===== config.mk =====
export PLATFORM = sky130hd
export DESIGN_NAME = pmoo_top
export DESIGN_NICKNAME = d
export VERILOG_FILES = /design/src/rtl/pmoo_pkg.sv /design/src/rtl/pmoo_top.sv /design/src/rtl/pmoo_sync.sv
export VERILOG_INCLUDE_DIRS = /design/src /design/src/rtl
export SDC_FILE = /design/constraint.sdc
export NUM_CORES = 1
export LEC_CHECK = 0
export BUFFER_PORTS_ARGS = -buffer_cell sky130_fd_sc_hd__buf_2
export CAP_MARGIN = 20
export CORE_MARGIN = 2
export CORE_UTILIZATION = 53
export CTS_CLUSTER_DIAMETER = 30
export DETAILED_ROUTE_END_ITERATION = 12
export PLACE_DENSITY = 0.76
export SYNTH_ARGS = -nofsm -noshare
export SYNTH_HDL_FRONTEND = slang
export SYNTH_HIERARCHICAL = 1
export SYNTH_SLANG_ARGS = --single-unit

===== constraint.sdc =====
create_clock -name ref_clk_i -period 2.25 [get_ports ref_clk_i]
set_input_delay 0.225 -clock ref_clk_i [delete_from_list [all_inputs] [get_ports ref_clk_i]]
set_output_delay 0.225 -clock ref_clk_i [all_outputs]
set_load 0.05 [all_outputs]

===== src/rtl/pmoo_consts.svh =====
// Constants of the on/off command register block
// Assumes a 250 MHz core clock and byte-wide command registers
`ifndef PMOO_CONSTS_SVH
`define PMOO_CONSTS_SVH

// Command codes
`define PMOO_CMD_OPERATION 8'h01
`define PMOO_CMD_ON_OFF_CFG 8'h02
`define PMOO_CMD_FAULT_CLEAR 8'h03

// Reset values
`define PMOO_OPERATION_RST 8'h00
`define PMOO_ON_OFF_CFG_RST 8'h17

// Operation field positions
`define PMOO_OP_ON_BIT 7
`define PMOO_OP_SOFT_OFF_BIT 6
`define PMOO_OP_MARGIN_HI 5
`define PMOO_OP_MARGIN_LO 2
`define PMOO_OP_ALARM_HI 1
`define PMOO_OP_ALARM_LO 0

// Configuration field positions
`define PMOO_CFG_PWR_BIT 4
`define PMOO_CFG_CMD_BIT 3
`define PMOO_CFG_PIN_BIT 2
`define PMOO_CFG_POL_BIT 1
`define PMOO_CFG_RATE_BIT 0

// Field codes
`define PMOO_ALARM_ON 2'h1
`define PMOO_MARGIN_OFF_PREFIX 2'h0
`define PMOO_MARGIN_LOW_IGNORE 4'h5
`define PMOO_MARGIN_LOW_ACT 4'h6
`define PMOO_MARGIN_HIGH_IGNORE 4'h9
`define PMOO_MARGIN_HIGH_ACT 4'ha

// Address and byte framing
`define PMOO_STRAP_W 4
`define PMOO_BYTE_BITS 4'h8

// Settle time before bus writes are accepted
`define PMOO_CLK_MHZ 250
`define PMOO_POWERUP_NS 1000
`define PMOO_POWERUP_CYC ((`PMOO_POWERUP_NS * `PMOO_CLK_MHZ + 999) / 1000)

`endif


===== src/rtl/pmoo_pkg.sv =====
// Types of the on/off command register block
// Assumes the constants header is included by the users
package pmoo_pkg;

    typedef enum logic [5:0] {
        ST_IDLE = 6'h01,
        ST_ADDR = 6'h02,
        ST_ACK = 6'h04,
        ST_RX = 6'h08,
        ST_TX = 6'h10,
        ST_RACK = 6'h20
    } pmoo_state_t;

    typedef enum logic [1:0] {
        MRG_OFF = 2'h0,
        MRG_LOW = 2'h1,
        MRG_HIGH = 2'h2
    } pmoo_margin_t;

endpackage


===== src/rtl/pmoo_top.sv =====
// On/off, margin and fault-clear command registers behind a bus slave
// Assumes SCL/SDA and all pins are asynchronous; margin values come from core logic
//
// Contract
// RULE1: Slave address from strap pin, sixteen choices
// RULE2: Strap defaults loaded; bus overwrites after power-up
// RULE3: Operation command at 01h, reset 00h
// RULE4: Bus on bit acts only with command control
// RULE5: Soft-off bit always reads zero
// RULE6: Bits 5-2 select margin mode
// RULE7: Margin mode picks stored low/high target
// RULE8: Code 01 routes overcurrent warning to overheat
// RULE9: On/off configuration at 02h, reset 17h
// RULE10: Bits 7-5 read zero, bit 4 one
// RULE11: Bit 3 gates response to bus on bit
// RULE12: Bit 2 gates response to enable pin
// RULE13: Enable pin fixed active high
// RULE14: Turn-off is always immediate, no ramp
// RULE15: Clear-faults 03h clears status and alert
// RULE16: Persisting fault sets again; no restart
// RULE17: Host sends clear-faults without data bytes
// RULE18: Output on when every selected source agrees
`include "pmoo_consts.svh"
`timescale 1ns/100ps
module pmoo_top #(
    parameter int FAULT_W = 8,
    parameter int VOUT_W = 16,
    parameter logic [6:0] ADDR_BASE = 7'h40
) (
    // Clock and reset
    input wire logic ref_clk_i,
    input wire logic rst_i,
    // Management bus
    input wire logic scl_i,
    input wire logic sda_i,
    output logic sda_o,
    output logic sda_oe_n_o,
    output logic alert_output_n_o,
    // Straps
    input wire logic [`PMOO_STRAP_W-1:0] address_strap_pin_i,
    input wire logic strap_mode_i,
    input wire logic [7:0] strap_operation_i,
    input wire logic [7:0] strap_on_off_cfg_i,
    // Power stage pins
    input wire logic enable_pin_i,
    input wire logic iin_oc_warn_i,
    input wire logic [FAULT_W-1:0] fault_cond_i,
    // Stored output targets
    input wire logic [VOUT_W-1:0] vout_command_i,
    input wire logic [VOUT_W-1:0] vout_margin_low_i,
    input wire logic [VOUT_W-1:0] vout_margin_high_i,
    // Control outputs
    output logic output_enable_o,
    output logic fast_shutdown_o,
    output logic margin_low_o,
    output logic margin_high_o,
    output logic margin_act_on_fault_o,
    output logic [VOUT_W-1:0] vout_target_o,
    output logic regulator_overheat_output_o,
    output logic [FAULT_W-1:0] fault_status_o,
    output logic power_up_done_o
);
    localparam int SW = 2 + `PMOO_STRAP_W + 1 + 16 + 2 + FAULT_W;
    localparam logic [15:0] PWR_LAST = 16'(`PMOO_POWERUP_CYC - 1);
    localparam logic [7:0] OP_RST = `PMOO_OPERATION_RST;
    localparam logic [7:0] CFG_RST = `PMOO_ON_OFF_CFG_RST;

    // Synchronised pins
    logic [SW-1:0] sync_q;
    logic scl_s, sda_s, strap_mode_s, en_pin_s, iin_oc_s;
    logic [`PMOO_STRAP_W-1:0] strap_addr_s;
    logic [7:0] strap_op_s, strap_cfg_s;
    logic [FAULT_W-1:0] fault_s;

    pmoo_sync #(
        .W(SW)
    ) u_sync (
        .clk_i(ref_clk_i),
        .rst_i(rst_i),
        .d_i({scl_i, sda_i, address_strap_pin_i, strap_mode_i, strap_operation_i,
              strap_on_off_cfg_i, enable_pin_i, iin_oc_warn_i, fault_cond_i}),
        .q_o(sync_q)
    );

    assign {scl_s, sda_s, strap_addr_s, strap_mode_s, strap_op_s, strap_cfg_s,
            en_pin_s, iin_oc_s, fault_s} = sync_q;

    // Margin code decode
    function automatic pmoo_pkg::pmoo_margin_t margin_mode(input logic [3:0] code);
        unique case (code)
            `PMOO_MARGIN_LOW_IGNORE, `PMOO_MARGIN_LOW_ACT: margin_mode = pmoo_pkg::MRG_LOW;
            `PMOO_MARGIN_HIGH_IGNORE, `PMOO_MARGIN_HIGH_ACT: margin_mode = pmoo_pkg::MRG_HIGH;
            default: margin_mode = pmoo_pkg::MRG_OFF;
        endcase
    endfunction

    function automatic logic margin_acts(input logic [3:0] code);
        margin_acts = (code == `PMOO_MARGIN_LOW_ACT) || (code == `PMOO_MARGIN_HIGH_ACT);
    endfunction

    // Bus edge detection
    logic scl_d_ff, sda_d_ff;
    logic scl_rise, scl_fall, bus_start, bus_stop;

    always_ff @(posedge ref_clk_i) begin
        if (rst_i) begin
            scl_d_ff <= 1'b1;
            sda_d_ff <= 1'b1;
        end else begin
            scl_d_ff <= scl_s;
            sda_d_ff <= sda_s;
        end
    end

    assign scl_rise = scl_s && !scl_d_ff;
    assign scl_fall = !scl_s && scl_d_ff;
    assign bus_start = scl_s && scl_d_ff && !sda_s && sda_d_ff;
    assign bus_stop = scl_s && scl_d_ff && sda_s && !sda_d_ff;

    // Register state
    logic op_on_ff, nxt_op_on;
    logic [3:0] op_margin_ff, nxt_op_margin;
    logic [1:0] op_alarm_ff, nxt_op_alarm;
    logic cfg_cmd_ff, nxt_cfg_cmd;
    logic cfg_pin_ff, nxt_cfg_pin;
    logic [6:0] slave_addr_ff, nxt_slave_addr;
    logic [15:0] pwr_cnt_ff, nxt_pwr_cnt;
    logic pwr_done_ff, nxt_pwr_done;
    logic [FAULT_W-1:0] fault_ff, nxt_fault;
    logic [7:0] rd_data;

    // Bus slave state
    pmoo_pkg::pmoo_state_t state_ff, nxt_state;
    logic [3:0] bit_cnt_ff, nxt_bit_cnt;
    logic [7:0] shift_ff, nxt_shift;
    logic [7:0] cmd_ff, nxt_cmd;
    logic [1:0] byte_idx_ff, nxt_byte_idx;
    logic rw_ff, nxt_rw;
    logic ack_ok_ff, nxt_ack_ok;
    logic sda_oe_n_ff, nxt_sda_oe_n;
    logic wr_stb, clr_stb;

    // Read data
    always_comb begin
        rd_data = 8'h00;
        unique case (cmd_ff)
            `PMOO_CMD_OPERATION: begin
                rd_data[`PMOO_OP_ON_BIT] = op_on_ff;
                rd_data[`PMOO_OP_SOFT_OFF_BIT] = 1'b0; // RULE5
                rd_data[`PMOO_OP_MARGIN_HI:`PMOO_OP_MARGIN_LO] = op_margin_ff;
                rd_data[`PMOO_OP_ALARM_HI:`PMOO_OP_ALARM_LO] = op_alarm_ff;
            end
            `PMOO_CMD_ON_OFF_CFG: begin
                rd_data[`PMOO_CFG_PWR_BIT] = 1'b1; // RULE10
                rd_data[`PMOO_CFG_CMD_BIT] = cfg_cmd_ff; // RULE11
                rd_data[`PMOO_CFG_PIN_BIT] = cfg_pin_ff; // RULE12
                rd_data[`PMOO_CFG_POL_BIT] = 1'b1; // RULE13
                rd_data[`PMOO_CFG_RATE_BIT] = 1'b1; // RULE14
            end
            default: rd_data = 8'h00;
        endcase
    end

    // Bus slave next state
    always_comb begin
        nxt_state = state_ff;
        nxt_bit_cnt = bit_cnt_ff;
        nxt_shift = shift_ff;
        nxt_cmd = cmd_ff;
        nxt_byte_idx = byte_idx_ff;
        nxt_rw = rw_ff;
        nxt_ack_ok = ack_ok_ff;
        nxt_sda_oe_n = sda_oe_n_ff;
        wr_stb = 1'b0;
        clr_stb = 1'b0;
        if (bus_start) begin
            nxt_state = pmoo_pkg::ST_ADDR;
            nxt_bit_cnt = 4'h0;
            nxt_byte_idx = 2'h0;
            nxt_sda_oe_n = 1'b1;
        end else if (bus_stop) begin
            nxt_state = pmoo_pkg::ST_IDLE;
            nxt_sda_oe_n = 1'b1;
            // Command code alone, no data byte
            clr_stb = !rw_ff && (byte_idx_ff == 2'h1) && (cmd_ff == `PMOO_CMD_FAULT_CLEAR); // RULE15 RULE17
        end else begin
            unique case (state_ff)
                pmoo_pkg::ST_IDLE: nxt_state = pmoo_pkg::ST_IDLE;
                pmoo_pkg::ST_ADDR, pmoo_pkg::ST_RX: begin
                    if (scl_rise && bit_cnt_ff != `PMOO_BYTE_BITS) begin
                        nxt_shift = {shift_ff[6:0], sda_s};
                        nxt_bit_cnt = bit_cnt_ff + 4'h1;
                    end else if (scl_fall && bit_cnt_ff == `PMOO_BYTE_BITS) begin
                        nxt_bit_cnt = 4'h0;
                        if (state_ff == pmoo_pkg::ST_RX) begin
                            nxt_state = pmoo_pkg::ST_ACK;
                            nxt_sda_oe_n = 1'b0;
                            if (byte_idx_ff == 2'h0) begin
                                nxt_cmd = shift_ff;
                            end else begin
                                wr_stb = 1'b1;
                            end
                            if (byte_idx_ff != 2'h3) begin
                                nxt_byte_idx = byte_idx_ff + 2'h1;
                            end
                        end else if (shift_ff[7:1] == slave_addr_ff && pwr_done_ff) begin // RULE1
                            nxt_state = pmoo_pkg::ST_ACK;
                            nxt_sda_oe_n = 1'b0;
                            nxt_rw = shift_ff[0];
                        end else begin
                            nxt_state = pmoo_pkg::ST_IDLE;
                        end
                    end
                end
                pmoo_pkg::ST_ACK: begin
                    if (scl_fall) begin
                        if (rw_ff) begin
                            nxt_state = pmoo_pkg::ST_TX;
                            nxt_shift = rd_data;
                            nxt_sda_oe_n = rd_data[7];
                        end else begin
                            nxt_state = pmoo_pkg::ST_RX;
                            nxt_sda_oe_n = 1'b1;
                        end
                    end
                end
                pmoo_pkg::ST_TX: begin
                    if (scl_rise) begin
                        nxt_bit_cnt = bit_cnt_ff + 4'h1;
                    end else if (scl_fall) begin
                        if (bit_cnt_ff == `PMOO_BYTE_BITS) begin
                            nxt_state = pmoo_pkg::ST_RACK;
                            nxt_bit_cnt = 4'h0;
                            nxt_sda_oe_n = 1'b1;
                        end else begin
                            nxt_shift = {shift_ff[6:0], 1'b0};
                            nxt_sda_oe_n = shift_ff[6];
                        end
                    end
                end
                pmoo_pkg::ST_RACK: begin
                    if (scl_rise) begin
                        nxt_ack_ok = !sda_s;
                    end else if (scl_fall) begin
                        if (ack_ok_ff) begin
                            nxt_state = pmoo_pkg::ST_TX;
                            nxt_shift = rd_data;
                            nxt_sda_oe_n = rd_data[7];
                        end else begin
                            nxt_state = pmoo_pkg::ST_IDLE;
                        end
                    end
                end
                default: begin
                    nxt_state = pmoo_pkg::ST_IDLE;
                    nxt_sda_oe_n = 1'b1;
                end
            endcase
        end
    end

    always_ff @(posedge ref_clk_i) begin
        if (rst_i) begin
            state_ff <= pmoo_pkg::ST_IDLE;
            bit_cnt_ff <= 4'h0;
            shift_ff <= 8'h00;
            cmd_ff <= 8'h00;
            byte_idx_ff <= 2'h0;
            rw_ff <= 1'b0;
            ack_ok_ff <= 1'b0;
            sda_oe_n_ff <= 1'b1;
        end else begin
            state_ff <= nxt_state;
            bit_cnt_ff <= nxt_bit_cnt;
            shift_ff <= nxt_shift;
            cmd_ff <= nxt_cmd;
            byte_idx_ff <= nxt_byte_idx;
            rw_ff <= nxt_rw;
            ack_ok_ff <= nxt_ack_ok;
            sda_oe_n_ff <= nxt_sda_oe_n;
        end
    end

    // Register next state
    always_comb begin
        nxt_op_on = op_on_ff;
        nxt_op_margin = op_margin_ff;
        nxt_op_alarm = op_alarm_ff;
        nxt_cfg_cmd = cfg_cmd_ff;
        nxt_cfg_pin = cfg_pin_ff;
        nxt_slave_addr = slave_addr_ff;
        nxt_pwr_cnt = pwr_cnt_ff;
        nxt_pwr_done = pwr_done_ff;
        if (!pwr_done_ff) begin
            nxt_pwr_cnt = pwr_cnt_ff + 16'h0001;
            if (pwr_cnt_ff == PWR_LAST) begin
                nxt_pwr_done = 1'b1;
                nxt_slave_addr = {ADDR_BASE[6:4], strap_addr_s}; // RULE1
                if (strap_mode_s) begin // RULE2
                    nxt_op_on = strap_op_s[`PMOO_OP_ON_BIT];
                    nxt_op_margin = strap_op_s[`PMOO_OP_MARGIN_HI:`PMOO_OP_MARGIN_LO];
                    nxt_op_alarm = strap_op_s[`PMOO_OP_ALARM_HI:`PMOO_OP_ALARM_LO];
                    nxt_cfg_cmd = strap_cfg_s[`PMOO_CFG_CMD_BIT];
                    nxt_cfg_pin = strap_cfg_s[`PMOO_CFG_PIN_BIT];
                end
            end
        end else if (wr_stb) begin // RULE2
            if (cmd_ff == `PMOO_CMD_OPERATION) begin // RULE3
                nxt_op_on = shift_ff[`PMOO_OP_ON_BIT];
                nxt_op_margin = shift_ff[`PMOO_OP_MARGIN_HI:`PMOO_OP_MARGIN_LO]; // RULE6
                nxt_op_alarm = shift_ff[`PMOO_OP_ALARM_HI:`PMOO_OP_ALARM_LO]; // RULE8
            end else if (cmd_ff == `PMOO_CMD_ON_OFF_CFG) begin // RULE9
                nxt_cfg_cmd = shift_ff[`PMOO_CFG_CMD_BIT]; // RULE11
                nxt_cfg_pin = shift_ff[`PMOO_CFG_PIN_BIT]; // RULE12
            end
        end
        // A fault seen in the clearing cycle survives
        nxt_fault = (clr_stb ? '0 : fault_ff) | fault_s; // RULE15 RULE16
    end

    always_ff @(posedge ref_clk_i) begin
        if (rst_i) begin
            op_on_ff <= OP_RST[`PMOO_OP_ON_BIT]; // RULE3
            op_margin_ff <= OP_RST[`PMOO_OP_MARGIN_HI:`PMOO_OP_MARGIN_LO];
            op_alarm_ff <= OP_RST[`PMOO_OP_ALARM_HI:`PMOO_OP_ALARM_LO];
            cfg_cmd_ff <= CFG_RST[`PMOO_CFG_CMD_BIT]; // RULE9
            cfg_pin_ff <= CFG_RST[`PMOO_CFG_PIN_BIT];
            slave_addr_ff <= 7'h00;
            pwr_cnt_ff <= 16'h0000;
            pwr_done_ff <= 1'b0;
            fault_ff <= '0;
        end else begin
            op_on_ff <= nxt_op_on;
            op_margin_ff <= nxt_op_margin;
            op_alarm_ff <= nxt_op_alarm;
            cfg_cmd_ff <= nxt_cfg_cmd;
            cfg_pin_ff <= nxt_cfg_pin;
            slave_addr_ff <= nxt_slave_addr;
            pwr_cnt_ff <= nxt_pwr_cnt;
            pwr_done_ff <= nxt_pwr_done;
            fault_ff <= nxt_fault;
        end
    end

    // Output control next state
    logic out_en_ff, nxt_out_en;
    logic mlow_ff, nxt_mlow, mhigh_ff, nxt_mhigh, mact_ff, nxt_mact;
    logic hot_ff, nxt_hot, alert_n_ff, nxt_alert_n;
    logic fs_ff, nxt_fs;
    logic [VOUT_W-1:0] target_ff, nxt_target;
    pmoo_pkg::pmoo_margin_t mode;

    always_comb begin
        mode = margin_mode(op_margin_ff); // RULE6
        // Faults do not gate the output, so clearing cannot restart it
        nxt_out_en = pwr_done_ff && (cfg_cmd_ff || cfg_pin_ff)
                     && (!cfg_cmd_ff || op_on_ff) && (!cfg_pin_ff || en_pin_s); // RULE4 RULE13 RULE18
        nxt_fs = !nxt_out_en; // RULE14
        nxt_mlow = mode == pmoo_pkg::MRG_LOW;
        nxt_mhigh = mode == pmoo_pkg::MRG_HIGH;
        nxt_mact = margin_acts(op_margin_ff);
        unique case (mode)
            pmoo_pkg::MRG_LOW: nxt_target = vout_margin_low_i; // RULE7
            pmoo_pkg::MRG_HIGH: nxt_target = vout_margin_high_i; // RULE7
            default: nxt_target = vout_command_i;
        endcase
        nxt_hot = (op_alarm_ff == `PMOO_ALARM_ON) && iin_oc_s; // RULE8
        nxt_alert_n = !(|nxt_fault); // RULE15 RULE16
    end

    always_ff @(posedge ref_clk_i) begin
        if (rst_i) begin
            out_en_ff <= 1'b0;
            fs_ff <= 1'b1;
            mlow_ff <= 1'b0;
            mhigh_ff <= 1'b0;
            mact_ff <= 1'b0;
            target_ff <= '0;
            hot_ff <= 1'b0;
            alert_n_ff <= 1'b1;
        end else begin
            out_en_ff <= nxt_out_en;
            fs_ff <= nxt_fs;
            mlow_ff <= nxt_mlow;
            mhigh_ff <= nxt_mhigh;
            mact_ff <= nxt_mact;
            target_ff <= nxt_target;
            hot_ff <= nxt_hot;
            alert_n_ff <= nxt_alert_n;
        end
    end

    assign sda_o = 1'b0;
    assign sda_oe_n_o = sda_oe_n_ff;
    assign alert_output_n_o = alert_n_ff;
    assign output_enable_o = out_en_ff;
    assign fast_shutdown_o = fs_ff; // RULE14
    assign margin_low_o = mlow_ff;
    assign margin_high_o = mhigh_ff;
    assign margin_act_on_fault_o = mact_ff;
    assign vout_target_o = target_ff;
    assign regulator_overheat_output_o = hot_ff;
    assign fault_status_o = fault_ff;
    assign power_up_done_o = pwr_done_ff;
endmodule


===== src/rtl/pmoo_sync.sv =====
// Two-stage synchroniser for a group of asynchronous levels
// Assumes inputs are quasi-static or bus-rate signals
`timescale 1ns/100ps
module pmoo_sync #(
    parameter int W = 1
) (
    // Clock and reset
    input wire logic clk_i,
    input wire logic rst_i,
    // Levels
    input wire logic [W-1:0] d_i,
    output logic [W-1:0] q_o
);
    logic [W-1:0] meta_ff;
    logic [W-1:0] q_ff;

    always_ff @(posedge clk_i) begin
        if (rst_i) begin
            meta_ff <= '0;
            q_ff <= '0;
        end else begin
            meta_ff <= d_i;
            q_ff <= meta_ff;
        end
    end

    assign q_o = q_ff;
endmodule


# Word-level counts from Yosys, hierarchy flattened
# Cells that the tools add are included.
[word_totals] ff_bits=161 in_bits=83 output_inout_bits=34 word_cells=229
[op_classes] n_addsub=3 eq_ne=50 muxes=87 n_bitwise=7 n_reduce_logical=52
[op_table] op="$mux W8" n=10
[op_table] op="$mux W6" n=8
[op_table] op="$mux W1" n=40
[op_table] op="$mux W4" n=10
[op_table] op="$ne A4 B4 Y1 const B" n=9
[op_table] op="$pmux W16 S2" n=1
[op_table] op="$pmux W8 S4" n=1
[op_table] op="$ne A2 B2 Y1 const B" n=14
[op_table] op="$pmux W6 S4" n=1
[op_table] op="$add A16 B1 Y16 const B" n=1
[op_table] op="$eq A16 B8 Y1 const B" n=1
[op_table] op="$eq A8 B2 Y1 const B" n=2
[op_table] op="$logic_and A1 B1 Y1" n=16
[op_table] op="$reduce_and A8 Y1" n=2
[op_table] op="$mux W2" n=7
[op_table] op="$reduce_and A7 Y1" n=2
[op_table] op="$eq A4 B4 Y1 const B" n=3
[op_table] op="$ne A3 B3 Y1 const B" n=4
[op_table] op="$reduce_and A12 Y1" n=1
[op_table] op="$mux W5" n=2
[op_table] op="$pmux W5 S2" n=1
[op_table] op="$reduce_and A10 Y1" n=1
[op_table] op="$reduce_and A5 Y1" n=2
[op_table] op="$logic_not A1 Y1" n=9
[op_table] op="other kinds (30)" n=51

# Logic depth before layout (Yosys ltp)
# Gate-level depths: netlist of run 1.
[depth] depth_word=10 mapped_depth=10 mapped_depth_nobuf=8

# Cells and area by module
# The synthesis of run 1 kept the hierarchy.
[modules_own_cells] mod="pmoo_top" n_inst=1 cells_each=562 area_per_inst_um2=4670.7 seq_area_each_um2=1901.8
[modules_own_cells] mod="pmoo_sync" n_inst=1 cells_each=139 area_per_inst_um2=1796.7 seq_area_each_um2=1321.3

# Worst setup path after synthesis of run 1
# No wires, ideal clock.
[synth_timing] path_kind="flip-flop to flip-flop" from="register state_ff[2]" to="register shift_ff[3]" setup_time_ns=0.128 t_arrival_ns=1.934 required_ns=2.122 slack_ns=0.188 stages_incl_launch_ff=9 path_buffers=2 period_less_slack_ns=2.062 cell_sequence="dfxtp_1 -> buf_6 -> or4_4 -> or2_1 -> a31oi_1 -> and3_1 -> buf_4 -> mux2i_1 -> nor2_1"
[synth_via] elab_chain_cells=4 elab_cells_between_ends=18 cone_classes="eq/ne (14); mux (1); reduce/logical (3)"
[synth_rtl] element="start: declaration" line="pmoo_top.sv:133" source="pmoo_pkg::pmoo_state_t state_ff, nxt_state;"
[synth_rtl] element="start signal: assignment" line="pmoo_top.sv:264" source="state_ff <= pmoo_pkg::ST_IDLE;"
[synth_rtl] element="start signal: assignment" line="pmoo_top.sv:273" source="state_ff <= nxt_state;"
[synth_rtl] element="$eq A6 B4 Y1 or $eq A6 B2 Y1 (tied branches)" line="pmoo_top.sv:187" source="unique case (state_ff)"
[synth_rtl] element="$reduce_or A2 Y1" line="pmoo_top.sv:187"
[synth_rtl] element="$reduce_bool A4 Y1 (no line) or $ne A2 B2 Y1 (tied branches)"
[synth_rtl] element="$reduce_and A12 Y1 (no line)"
[synth_rtl] element="end signal: assignment" line="pmoo_top.sv:275" source="shift_ff <= nxt_shift;"
[synth_rtl] element="end: declaration" line="pmoo_top.sv:135" source="logic [7:0] shift_ff, nxt_shift;"
# Parallel ways exist; a longest one is shown, timed or not.
# A chain may end at the register's enable or synchronous reset.

# Final worst setup path of run 1
[layout_timing] from="register state_ff[5]" to="register op_margin_ff[1]"
[layout_via] elab_chain_cells=9 elab_cells_between_ends=11 cone_classes="eq/ne (3); mux (6); reduce/logical (2)"
[layout_rtl] element="$eq A6 B4 Y1" line="pmoo_top.sv:187, pmoo_top.sv:195"
[layout_rtl] element="$mux W1" line="pmoo_top.sv:195" source="if (state_ff == pmoo_pkg::ST_RX) begin"
[layout_rtl] element="$mux W1" line="pmoo_top.sv:193" source="end else if (scl_fall && bit_cnt_ff == `PMOO_BYTE_BITS) begin"
[layout_rtl] element="$mux W1" line="pmoo_top.sv:190" source="if (scl_rise && bit_cnt_ff != `PMOO_BYTE_BITS) begin"
[layout_rtl] element="$mux W1 *" line="pmoo_top.sv:187"
[layout_rtl] element="$mux W1 *" line="pmoo_top.sv:181" source="end else if (bus_stop) begin"
[layout_rtl] element="$mux W1 *" line="pmoo_top.sv:176" source="if (bus_start) begin"
[layout_rtl] element="$ne A2 B1 Y1 (no line) *"
[layout_rtl] element="$reduce_and A4 Y1 (no line) *"
[layout_rtl] element="end signal: assignment" line="pmoo_top.sv:324" source="op_margin_ff <= OP_RST[`PMOO_OP_MARGIN_HI:`PMOO_OP_MARGIN_LO];"
[layout_rtl] element="end signal: assignment" line="pmoo_top.sv:334" source="op_margin_ff <= nxt_op_margin;"
[layout_rtl] element="end: declaration" line="pmoo_top.sv:122" source="logic [3:0] op_margin_ff, nxt_op_margin;"
# Every way passes the cells marked *; elsewhere a longest branch is shown, timed or not.

==> results of run 1 <==
## flip-flops by register name, summed over array words and instances (netlist names), 2 cells and up
name            count
op_margin_ff        4
vout_target_o      16
state_ff            6
pwr_cnt_ff         16
cmd_ff              8
u_sync/q_o         26
shift_ff            8
u_sync/meta_ff     26
fault_status_o      8
op_alarm_ff         2
bit_cnt_ff          4
slave_addr_ff       5
byte_idx_ff         2
## worst register-to-register path, cell delays in order (launching register included)
cell	delay (ns)
dfxtp_1	0.34
or4_4	0.60
nor3_4	0.20
nand4b_1	0.25
a21oi_2	0.25
buf_12	0.15
nor2_1	0.07
a311oi_2	0.26
## final timing paths
path | endpoint | slack, ns | from | cells past startpoint
max | op_margin_ff[1]$_SDFFE_PP0P_ | 0.03 | state_ff[5]$_SDFFE_PP0P_ | 7
min | u_sync/meta_ff[9]$_SDFF_PP0_ | 0.01 | enable_pin_i | 2
max reg2reg | op_margin_ff[1]$_SDFFE_PP0P_ | 0.03 | state_ff[5]$_SDFFE_PP0P_ | 7
min reg2reg | u_sync/q_o[7]$_SDFF_PP0_ | 0.43 | u_sync/meta_ff[7]$_SDFF_PP0_ | 1
## power groups by stage
stage          Sequential (mW)  Combinational [mW]  Clock, mW
4_1_cts                   2.71               0.339       2.78
2_1_floorplan             2.85               0.142          0
6_report                  2.71               0.340       2.74
5_1_grt                   2.72               0.369       2.90
3_5_place_dp              2.77               0.334          0
3_3_place_gp              2.77               0.327          0
## metal layers
| layer | track usage [%] | vias to the layer above | share of wire, % | wire length (um) |
|---|---|---|---|---|
| met1 | 28.08 | 2363 | 44 | 6081 |
| met4 | 9.465 | 0 | 2.5 | 344 |
| li1 | - | 2561 | - | - |
| met3 | 5.577 | 34 | 4.3 | 583 |
| met2 | 37.60 | 124 | 49 | 6692 |
| met5 | 0 | - | 0 | 0 |
## area by class of cell
type | instances | area, um2 | area share, %
flip-flops and latches | 147 | 2944 | 39.53
multi-input cells | 469 | 2894 | 38.86
repair buffers | 135 | 775.7 | 10.42
clock buffers | 18 | 439.2 | 5.897
well taps | 143 | 178.9 | 2.403
clock inverters | 14 | 140.1 | 1.882
inverters | 20 | 75.07 | 1.008
## what timing repair did
item                                   in CTS  in global routing
setup buffers                               0                  1
gates resized for setup                     0                  5
hold buffers                                2                  0
endpoints found under the hold margin       2                  0
setup endpoints to repair                   0                 18
## through the flow
step                      cells  setup TNS (ns)
after floorplan             673               0
after global placement      911               0
after detailed placement    911               0
after CTS                   945               0
after global routing        946        -0.06716
final                       946               0
==> impl_metrics.env, run 1 <==
export IMPL_drc_errors=0
export IMPL_p_clk_share_pct=47.3
export IMPL_io_pins=117
export IMPL_crit_fanout=13
export IMPL_setup_ws_ns=0.02627
export IMPL_yosysWarnings=6
export IMPL_coreArea_um2=11320
export IMPL_grt_max_degree=64
export IMPL_mostFrequentLayoutCells="dfxtp_1, buf_2, nor2_1, nor2b_1, a21oi_1"
export IMPL_holdWs_ns=0.01110
export IMPL_p_leak_nw=3.026
export IMPL_diodes=0
export IMPL_vias=5082
export IMPL_fillers=904
export IMPL_first_pass_iters=5
export IMPL_worst_path_buf_inv=1
export IMPL_cap_violations=0
export IMPL_fin_crit_ns=2.224
export IMPL_synth_fp_nets=768
export IMPL_antenna_found_initial=0
export IMPL_cts_buffers=17
export IMPL_cp_cell_sequence="or4_4 > nor3_4 > nand4b_1 > a21oi_2 > buf_12 > nor2_1 > a311oi_2"
export IMPL_crit_required_ns=2.56
export IMPL_drv_slew=0
export IMPL_grt_overflow_total=0
export IMPL_pwr_share_comb_pct=5.9
export IMPL_cts_htree_levels=4
export IMPL_critPathTopFamily="simple AND/OR/NAND/NOR gates"
export IMPL_fp_dieH_um=111.3
export IMPL_wirelength_mm=13.70
export IMPL_fin_area_um2=7447
export IMPL_numClockSinks=147
export IMPL_mappedNetlistArea_um2=6100
export IMPL_wl_per_cell_um=14.48
export IMPL_setup_violations=0
export IMPL_dp_hpwl_mm=9.688
export IMPL_peakVddDrop_mv=0.6771
export IMPL_finalHoldViolCount=0
export IMPL_status="complete, no violations"
export IMPL_worst_slew_pin_slew_ns=0.5922
export IMPL_nets=885
export IMPL_place_ws_ns=0.07433
export IMPL_endpoint_kind="flop"
export IMPL_avgSynthCellArea_um2=9.063
export IMPL_placementRows=39
export IMPL_grt_pass1_vias=4980
export IMPL_drtIter0Drc=330
export IMPL_clk_pin_slew_ns=0.06
export IMPL_cts_buffer_depth=2
export IMPL_layout_drive_gt1_share_pct=23.79
export IMPL_critPathKind="reg -> reg"
export IMPL_start_util_pct=53.88
export IMPL_pwr_share_seq_pct=46.8
export IMPL_switching_share_pct=24.22
export IMPL_finalClockSkew_ns=0.004790
export IMPL_p_sw_mw=1.404
export IMPL_slowest_stage="or4_4"
export IMPL_max_freq_mhz=449.7
export IMPL_totalPowerFinal_mw=5.796
export IMPL_via_per_inst=5.372
export IMPL_grt_use_total_pct=22.62
export IMPL_powerDensity_nw_per_um2=778.3
export IMPL_layout_cells_most_common="dfxtp_1"
export IMPL_die_w_um=111.3
export IMPL_period_share_pct=98.83
export IMPL_internal_power_mw=4.392
export IMPL_cts_root_buf="clkbuf_16"
export IMPL_slowest_delay_ns=0.60
export IMPL_post_dp_cell_area_um2=6817
export IMPL_cts_tree="built"
export IMPL_cp_arrival_ns=2.54
export IMPL_gp_congestion=0.8513
export IMPL_io_buffers=108
export IMPL_insertion_delay_ns=0.42
export IMPL_startpoint_type="flop"
export IMPL_ant_nets=0
export IMPL_final_util_pct=65.78
export IMPL_syn_inst=673
export IMPL_min_path_type="in -> reg"
export IMPL_dieArea_um2=12380
export IMPL_grt_pass1_wl_mm=23.00
export IMPL_slew_headroom_pct=60.52
export IMPL_area_delta_synth_final_pct=22.09
No activity file was read; power rests on OpenSTA's default activity.
==> inputs of run 2 (changes only) <==
- clock period: 2.25 -> 2.4 ns (I/O delays scaled with it)
==> run 2 against run 1 <==
Compared with the run above:
- worst hold slack better by 0.016 ns
- sequential cell count unchanged
- largest power group is now sequential cells
- maximum frequency down 3.2%
- cell area down 1.9%
- die area unchanged
- global-route usage down 0.91 points
- critical path depth unchanged
- non-clock buffer count down 14
- sequential share of layout area up 0.74 points
- via count down 1.1%
- largest cell class unchanged
==> impl_metrics.env, run 2 (synthesis results as in run 1) <==
export IMPL_critPathTopFamily="simple AND/OR/NAND/NOR gates"
export IMPL_cp_arrival_ns=2.58
export IMPL_die_w_um=111.3
export IMPL_post_dp_cell_area_um2=6734
export IMPL_wl_per_cell_um=14.22
export IMPL_first_pass_iters=5
export IMPL_p_leak_nw=2.917
export IMPL_coreArea_um2=11320
export IMPL_numClockSinks=147
export IMPL_insertion_delay_ns=0.42
export IMPL_dieArea_um2=12380
export IMPL_grt_overflow_total=0
export IMPL_startpoint_type="flop"
export IMPL_placementRows=39
export IMPL_cts_setup_buffers=0
export IMPL_fin_area_um2=7307
export IMPL_finalClockSkew_ns=0.008791
export IMPL_cts_buffers=17
export IMPL_vias=5028
export IMPL_cap_violations=0
export IMPL_grt_use_total_pct=21.71
export IMPL_cts_buffer_depth=2
export IMPL_worstRegToRegCells=7
export IMPL_diodes=0
export IMPL_setup_violations=0
export IMPL_via_per_inst=5.395
export IMPL_area_delta_synth_final_pct=19.79
export IMPL_drv_slew=0
export IMPL_setup_ws_ns=0.1039
export IMPL_slowest_delay_ns=0.58
export IMPL_grt_pass1_wl_mm=22.00
export IMPL_powerDensity_nw_per_um2=729.4
export IMPL_io_buffers=108
export IMPL_cts_root_buf="clkbuf_16"
export IMPL_mostFrequentLayoutCells="dfxtp_1, buf_2, nor2_1, nor2b_1, a21oi_1"
export IMPL_gp_congestion=0.8693
export IMPL_worst_path_buf_inv=1
export IMPL_drtIter0Drc=420
export IMPL_hold_end="u_sync/meta_ff[7]$_SDFF_PP0_"
export IMPL_cp_cell_sequence="or4_4 > or2_1 > a31oi_1 > and3_1 > buf_12 > mux2i_1 > nor2_1"
export IMPL_place_ws_ns=0.1552
export IMPL_start_util_pct=53.88
export IMPL_timing_rr_start="state_ff[2]$_SDFFE_PP0P_"
export IMPL_antenna_found_initial=0
export IMPL_period_share_pct=95.67
export IMPL_drc_errors=0
export IMPL_holdPathStages=2
export IMPL_peakVddDrop_mv=0.7140
export IMPL_slowest_stage="or4_4"
export IMPL_clk_pin_slew_ns=0.06
export IMPL_crit_required_ns=2.69
export IMPL_fp_dieH_um=111.3
export IMPL_cts_tree="built"
export IMPL_final_util_pct=64.54
export IMPL_dp_hpwl_mm=9.329
export IMPL_cts_resized=0
export IMPL_status="complete, no violations"
export IMPL_max_freq_mhz=435.5
export IMPL_timing_rr_end="shift_ff[4]$_SDFFE_PP0P_"
export IMPL_io_pins=117
export IMPL_fin_crit_ns=2.296
export IMPL_grt_max_degree=92
export IMPL_ant_nets=0
export IMPL_endpoint_kind="flop"
export IMPL_wirelength_mm=13.25
export IMPL_holdWs_ns=0.02679
export IMPL_postCtsHoldBufs=0
export IMPL_finalHoldViolCount=0
export IMPL_slew_headroom_pct=60.69
export IMPL_crit_fanout=11
export IMPL_r2r_setup_slack_ns=0.10
export IMPL_nets=871
export IMPL_totalPowerFinal_mw=5.330
export IMPL_min_delay_start="fault_cond_i[7]"
export IMPL_layout_cells_most_common="dfxtp_1"
export IMPL_min_path_type="in -> reg"
export IMPL_critPathKind="reg -> reg"
export IMPL_grt_pass1_vias=4805
export IMPL_cts_htree_levels=4
export IMPL_layout_drive_gt1_share_pct=22.31
export IMPL_worst_slew_pin_slew_ns=0.5897
[run 2: worst max path at each step]
stage | slack (ns) | depth (start not counted) | start | end
3_5_place_dp | 0.16 | 6 | state_ff[2]$_SDFFE_PP0P_ | sda_oe_n_o$_SDFFE_PP1P_
3_3_place_gp | 0.22 | 7 | state_ff[2]$_SDFFE_PP0P_ | shift_ff[3]$_SDFFE_PP0P_
2_1_floorplan | 0.34 | 8 | state_ff[2]$_SDFFE_PP0P_ | shift_ff[3]$_SDFFE_PP0P_
4_1_cts | 0.10 | 7 | state_ff[5]$_SDFFE_PP0P_ | op_margin_ff[0]$_SDFFE_PP0P_
5_1_grt | -0.007 | 7 | state_ff[5]$_SDFFE_PP0P_ | op_margin_ff[0]$_SDFFE_PP0P_
6_report | 0.10 | 7 | state_ff[2]$_SDFFE_PP0P_ | shift_ff[4]$_SDFFE_PP0P_
[run 2: final cells by class]
cell class / instances / area, um2
fillers: 983 / 4014
flip-flops and latches: 147 / 2943
multi-input cells: 469 / 2885
repair buffers: 121 / 665.6
clock buffers: 19 / 442.9
well taps: 143 / 178.9
clock inverters: 13 / 116.4
inverters: 20 / 75.07
[run 2: routing by layer]
metal / wire length [um] / GRT usage, % / share of wire, % / up-vias
li1: - / - / - / 2520
met1: 6059 / 27.85 / 46 / 2354
met2: 6325 / 34.59 / 48 / 129
met3: 614 / 6.506 / 4.6 / 25
met4: 255 / 8.313 / 1.9 / 0
met5: 0 / 0 / 0 / -
[run 2: metrics by stage]
step | TNS (ns) | cells
2_1_floorplan | 0 | 673
3_3_place_gp | 0 | 900
3_5_place_dp | 0 | 900
4_1_cts | 0 | 932
5_1_grt | -0.006551 | 932
6_report | 0 | 932
[run 2: where the power goes]
group / switching (mW) / total (mW) / internal [mW]
Clock: 1.09 / 2.47 / 1.38
Sequential: 0.0323 / 2.54 / 2.51
Combinational: 0.194 / 0.314 / 0.121
Total: 1.31 / 5.33 / 4.02
==> inputs of run 3 (changes only) <==
- clock period: 2.4 -> 2.2 ns (I/O delays scaled with it)
==> run 3 against run 2 <==
Compared with the run above:
- global-route usage up 1.5 points
- die area stayed put
- cell count up 3.1%
- register-to-register slack worse by 0.07 ns
- maximum frequency grew 6.2%
- total power is 14% higher
- critical endpoint is now cfg_cmd_ff$_SDFFE_PP0P_
==> impl_metrics.env, run 3 (synthesis results as in run 1) <==
export IMPL_cts_htree_levels=4
export IMPL_grt_use_total_pct=23.16
export IMPL_dp_hpwl_mm=9.588
export IMPL_wl_per_cell_um=14.62
export IMPL_cap_violations=0
export IMPL_final_util_pct=67.97
export IMPL_crit_fanout=5
export IMPL_clk_pin_slew_ns=0.06
export IMPL_ant_nets=0
export IMPL_via_per_inst=5.465
export IMPL_coreArea_um2=11320
export IMPL_cp_cell_sequence="or4_4 > nor3_4 > nand4b_1 > a21oi_2 > nor2_1 > a311oi_1"
export IMPL_p_leak_nw=3.119
export IMPL_diodes=0
export IMPL_peakVddDrop_mv=0.7183
export IMPL_drv_slew=0
export IMPL_crit_required_ns=2.52
export IMPL_finalClockSkew_ns=0.005214
export IMPL_gp_congestion=0.8742
export IMPL_insertion_delay_ns=0.42
export IMPL_holdWs_ns=0.01737
export IMPL_max_freq_mhz=462.4
export IMPL_layout_drive_gt1_share_pct=25.31
export IMPL_area_delta_synth_final_pct=26.15
export IMPL_grt_overflow_total=0
export IMPL_layout_cells_non_filler=961
export IMPL_dieArea_um2=12380
export IMPL_fp_dieH_um=111.3
export IMPL_mostFrequentLayoutCells="dfxtp_1, buf_2, nor2_1, nor2b_1, a21oi_1"
export IMPL_cts_buffer_depth=2
export IMPL_io_buffers=108
export IMPL_fin_crit_ns=2.163
export IMPL_drc_errors=0
export IMPL_numClockSinks=147
export IMPL_wirelength_mm=14.05
export IMPL_totalPowerFinal_mw=6.053
export IMPL_dp_cells=916
export IMPL_status="complete, no violations"
export IMPL_vias=5252
export IMPL_finalHoldViolCount=0
export IMPL_slowest_stage="or4_4"
export IMPL_startpoint_type="flop"
export IMPL_nets=900
export IMPL_cts_buffers=17
export IMPL_powerDensity_nw_per_um2=786.6
export IMPL_rsz0062_at_grt="true"
export IMPL_first_pass_iters=5
export IMPL_grt_max_degree=93
export IMPL_worst_slew_pin_slew_ns=0.5320
export IMPL_slowest_delay_ns=0.58
export IMPL_die_w_um=111.3
export IMPL_antenna_found_initial=0
export IMPL_placementRows=39
export IMPL_cts_root_buf="clkbuf_16"
export IMPL_critPathKind="reg -> reg"
export IMPL_grt_pass1_vias=5141
export IMPL_endpoint_kind="flop"
export IMPL_cts_tree="built"
export IMPL_setup_violations=0
export IMPL_cp_arrival_ns=2.48
export IMPL_io_pins=117
export IMPL_setup_tns_ns=0
export IMPL_slew_headroom_pct=64.53
export IMPL_grt_pass1_wl_mm=23.55
export IMPL_drtIter0Drc=329
export IMPL_layout_cells_most_common="dfxtp_1"
export IMPL_min_path_type="in -> reg"
export IMPL_period_share_pct=98.31
export IMPL_start_util_pct=53.88
==> run 3: final cells by class <==
| class | count | area (um2) |
|---|---|---|
| clock buffers | 18 | 439.2 |
| clock inverters | 14 | 167.7 |
| fillers | 871 | 3626 |
| inverters | 20 | 75.07 |
| multi-input cells | 469 | 2947 |
| flip-flops and latches | 147 | 2947 |
| well taps | 143 | 178.9 |
| repair buffers | 150 | 940.9 |
==> run 3: through the flow <==
| stage | setup slack [ns] | instance area [um2] |
|---|---|---|
| after floorplan | 0.1384 | 6100 |
| after global placement | 0.07591 | 6867 |
| after detailed placement | 0.03467 | 6867 |
| after CTS | 0.0003417 | 7590 |
| after global routing | -0.06590 | 7695 |
| final | 0.03715 | 7695 |
==> run 3: power breakdown <==
part           switching, mW  internal [mW]  leakage (nW)
sequential            0.0354           2.74          1.20
combinational          0.219          0.147          1.62
clock                   1.18           1.74         0.292
==> run 3: worst max-delay path: cells and delay by family, from the launching register on <==
family	cells	cell delay, ns
AOI/OAI and AO/OA	2	0.59
and+or+nand+nor	4	1.13
DFF	1	0.33
==> run 3: path summary, 6_finish.rpt <==
path	start	to	slack, ns	cells past startpoint
setup / recovery	state_ff[1]$_SDFFE_PP0P_	cfg_cmd_ff$_SDFFE_PP0P_	0.04	6
hold / removal	fault_cond_i[1]	u_sync/meta_ff[1]$_SDFF_PP0_	0.02	2
setup reg to reg	state_ff[1]$_SDFFE_PP0P_	cfg_cmd_ff$_SDFFE_PP0P_	0.04	6
hold reg to reg	u_sync/meta_ff[1]$_SDFF_PP0_	u_sync/q_o[1]$_SDFF_PP0_	0.44	1
==> run 3: what timing repair did <==
item	in CTS	in global routing
hold buffers	11	0
endpoints found under the setup margin	1	26
endpoints found under the hold margin	11	0
gates resized for setup	1	17
gates cloned	0	1
buffers inserted	0	1
pin swaps	0	10
==> run 3: metal layers <==
layer	global-route usage (%)	wire length, um
met5	0	0
met3	5.139	704
met1	28.10	6131
met2	39.23	6885
met4	10.62	330
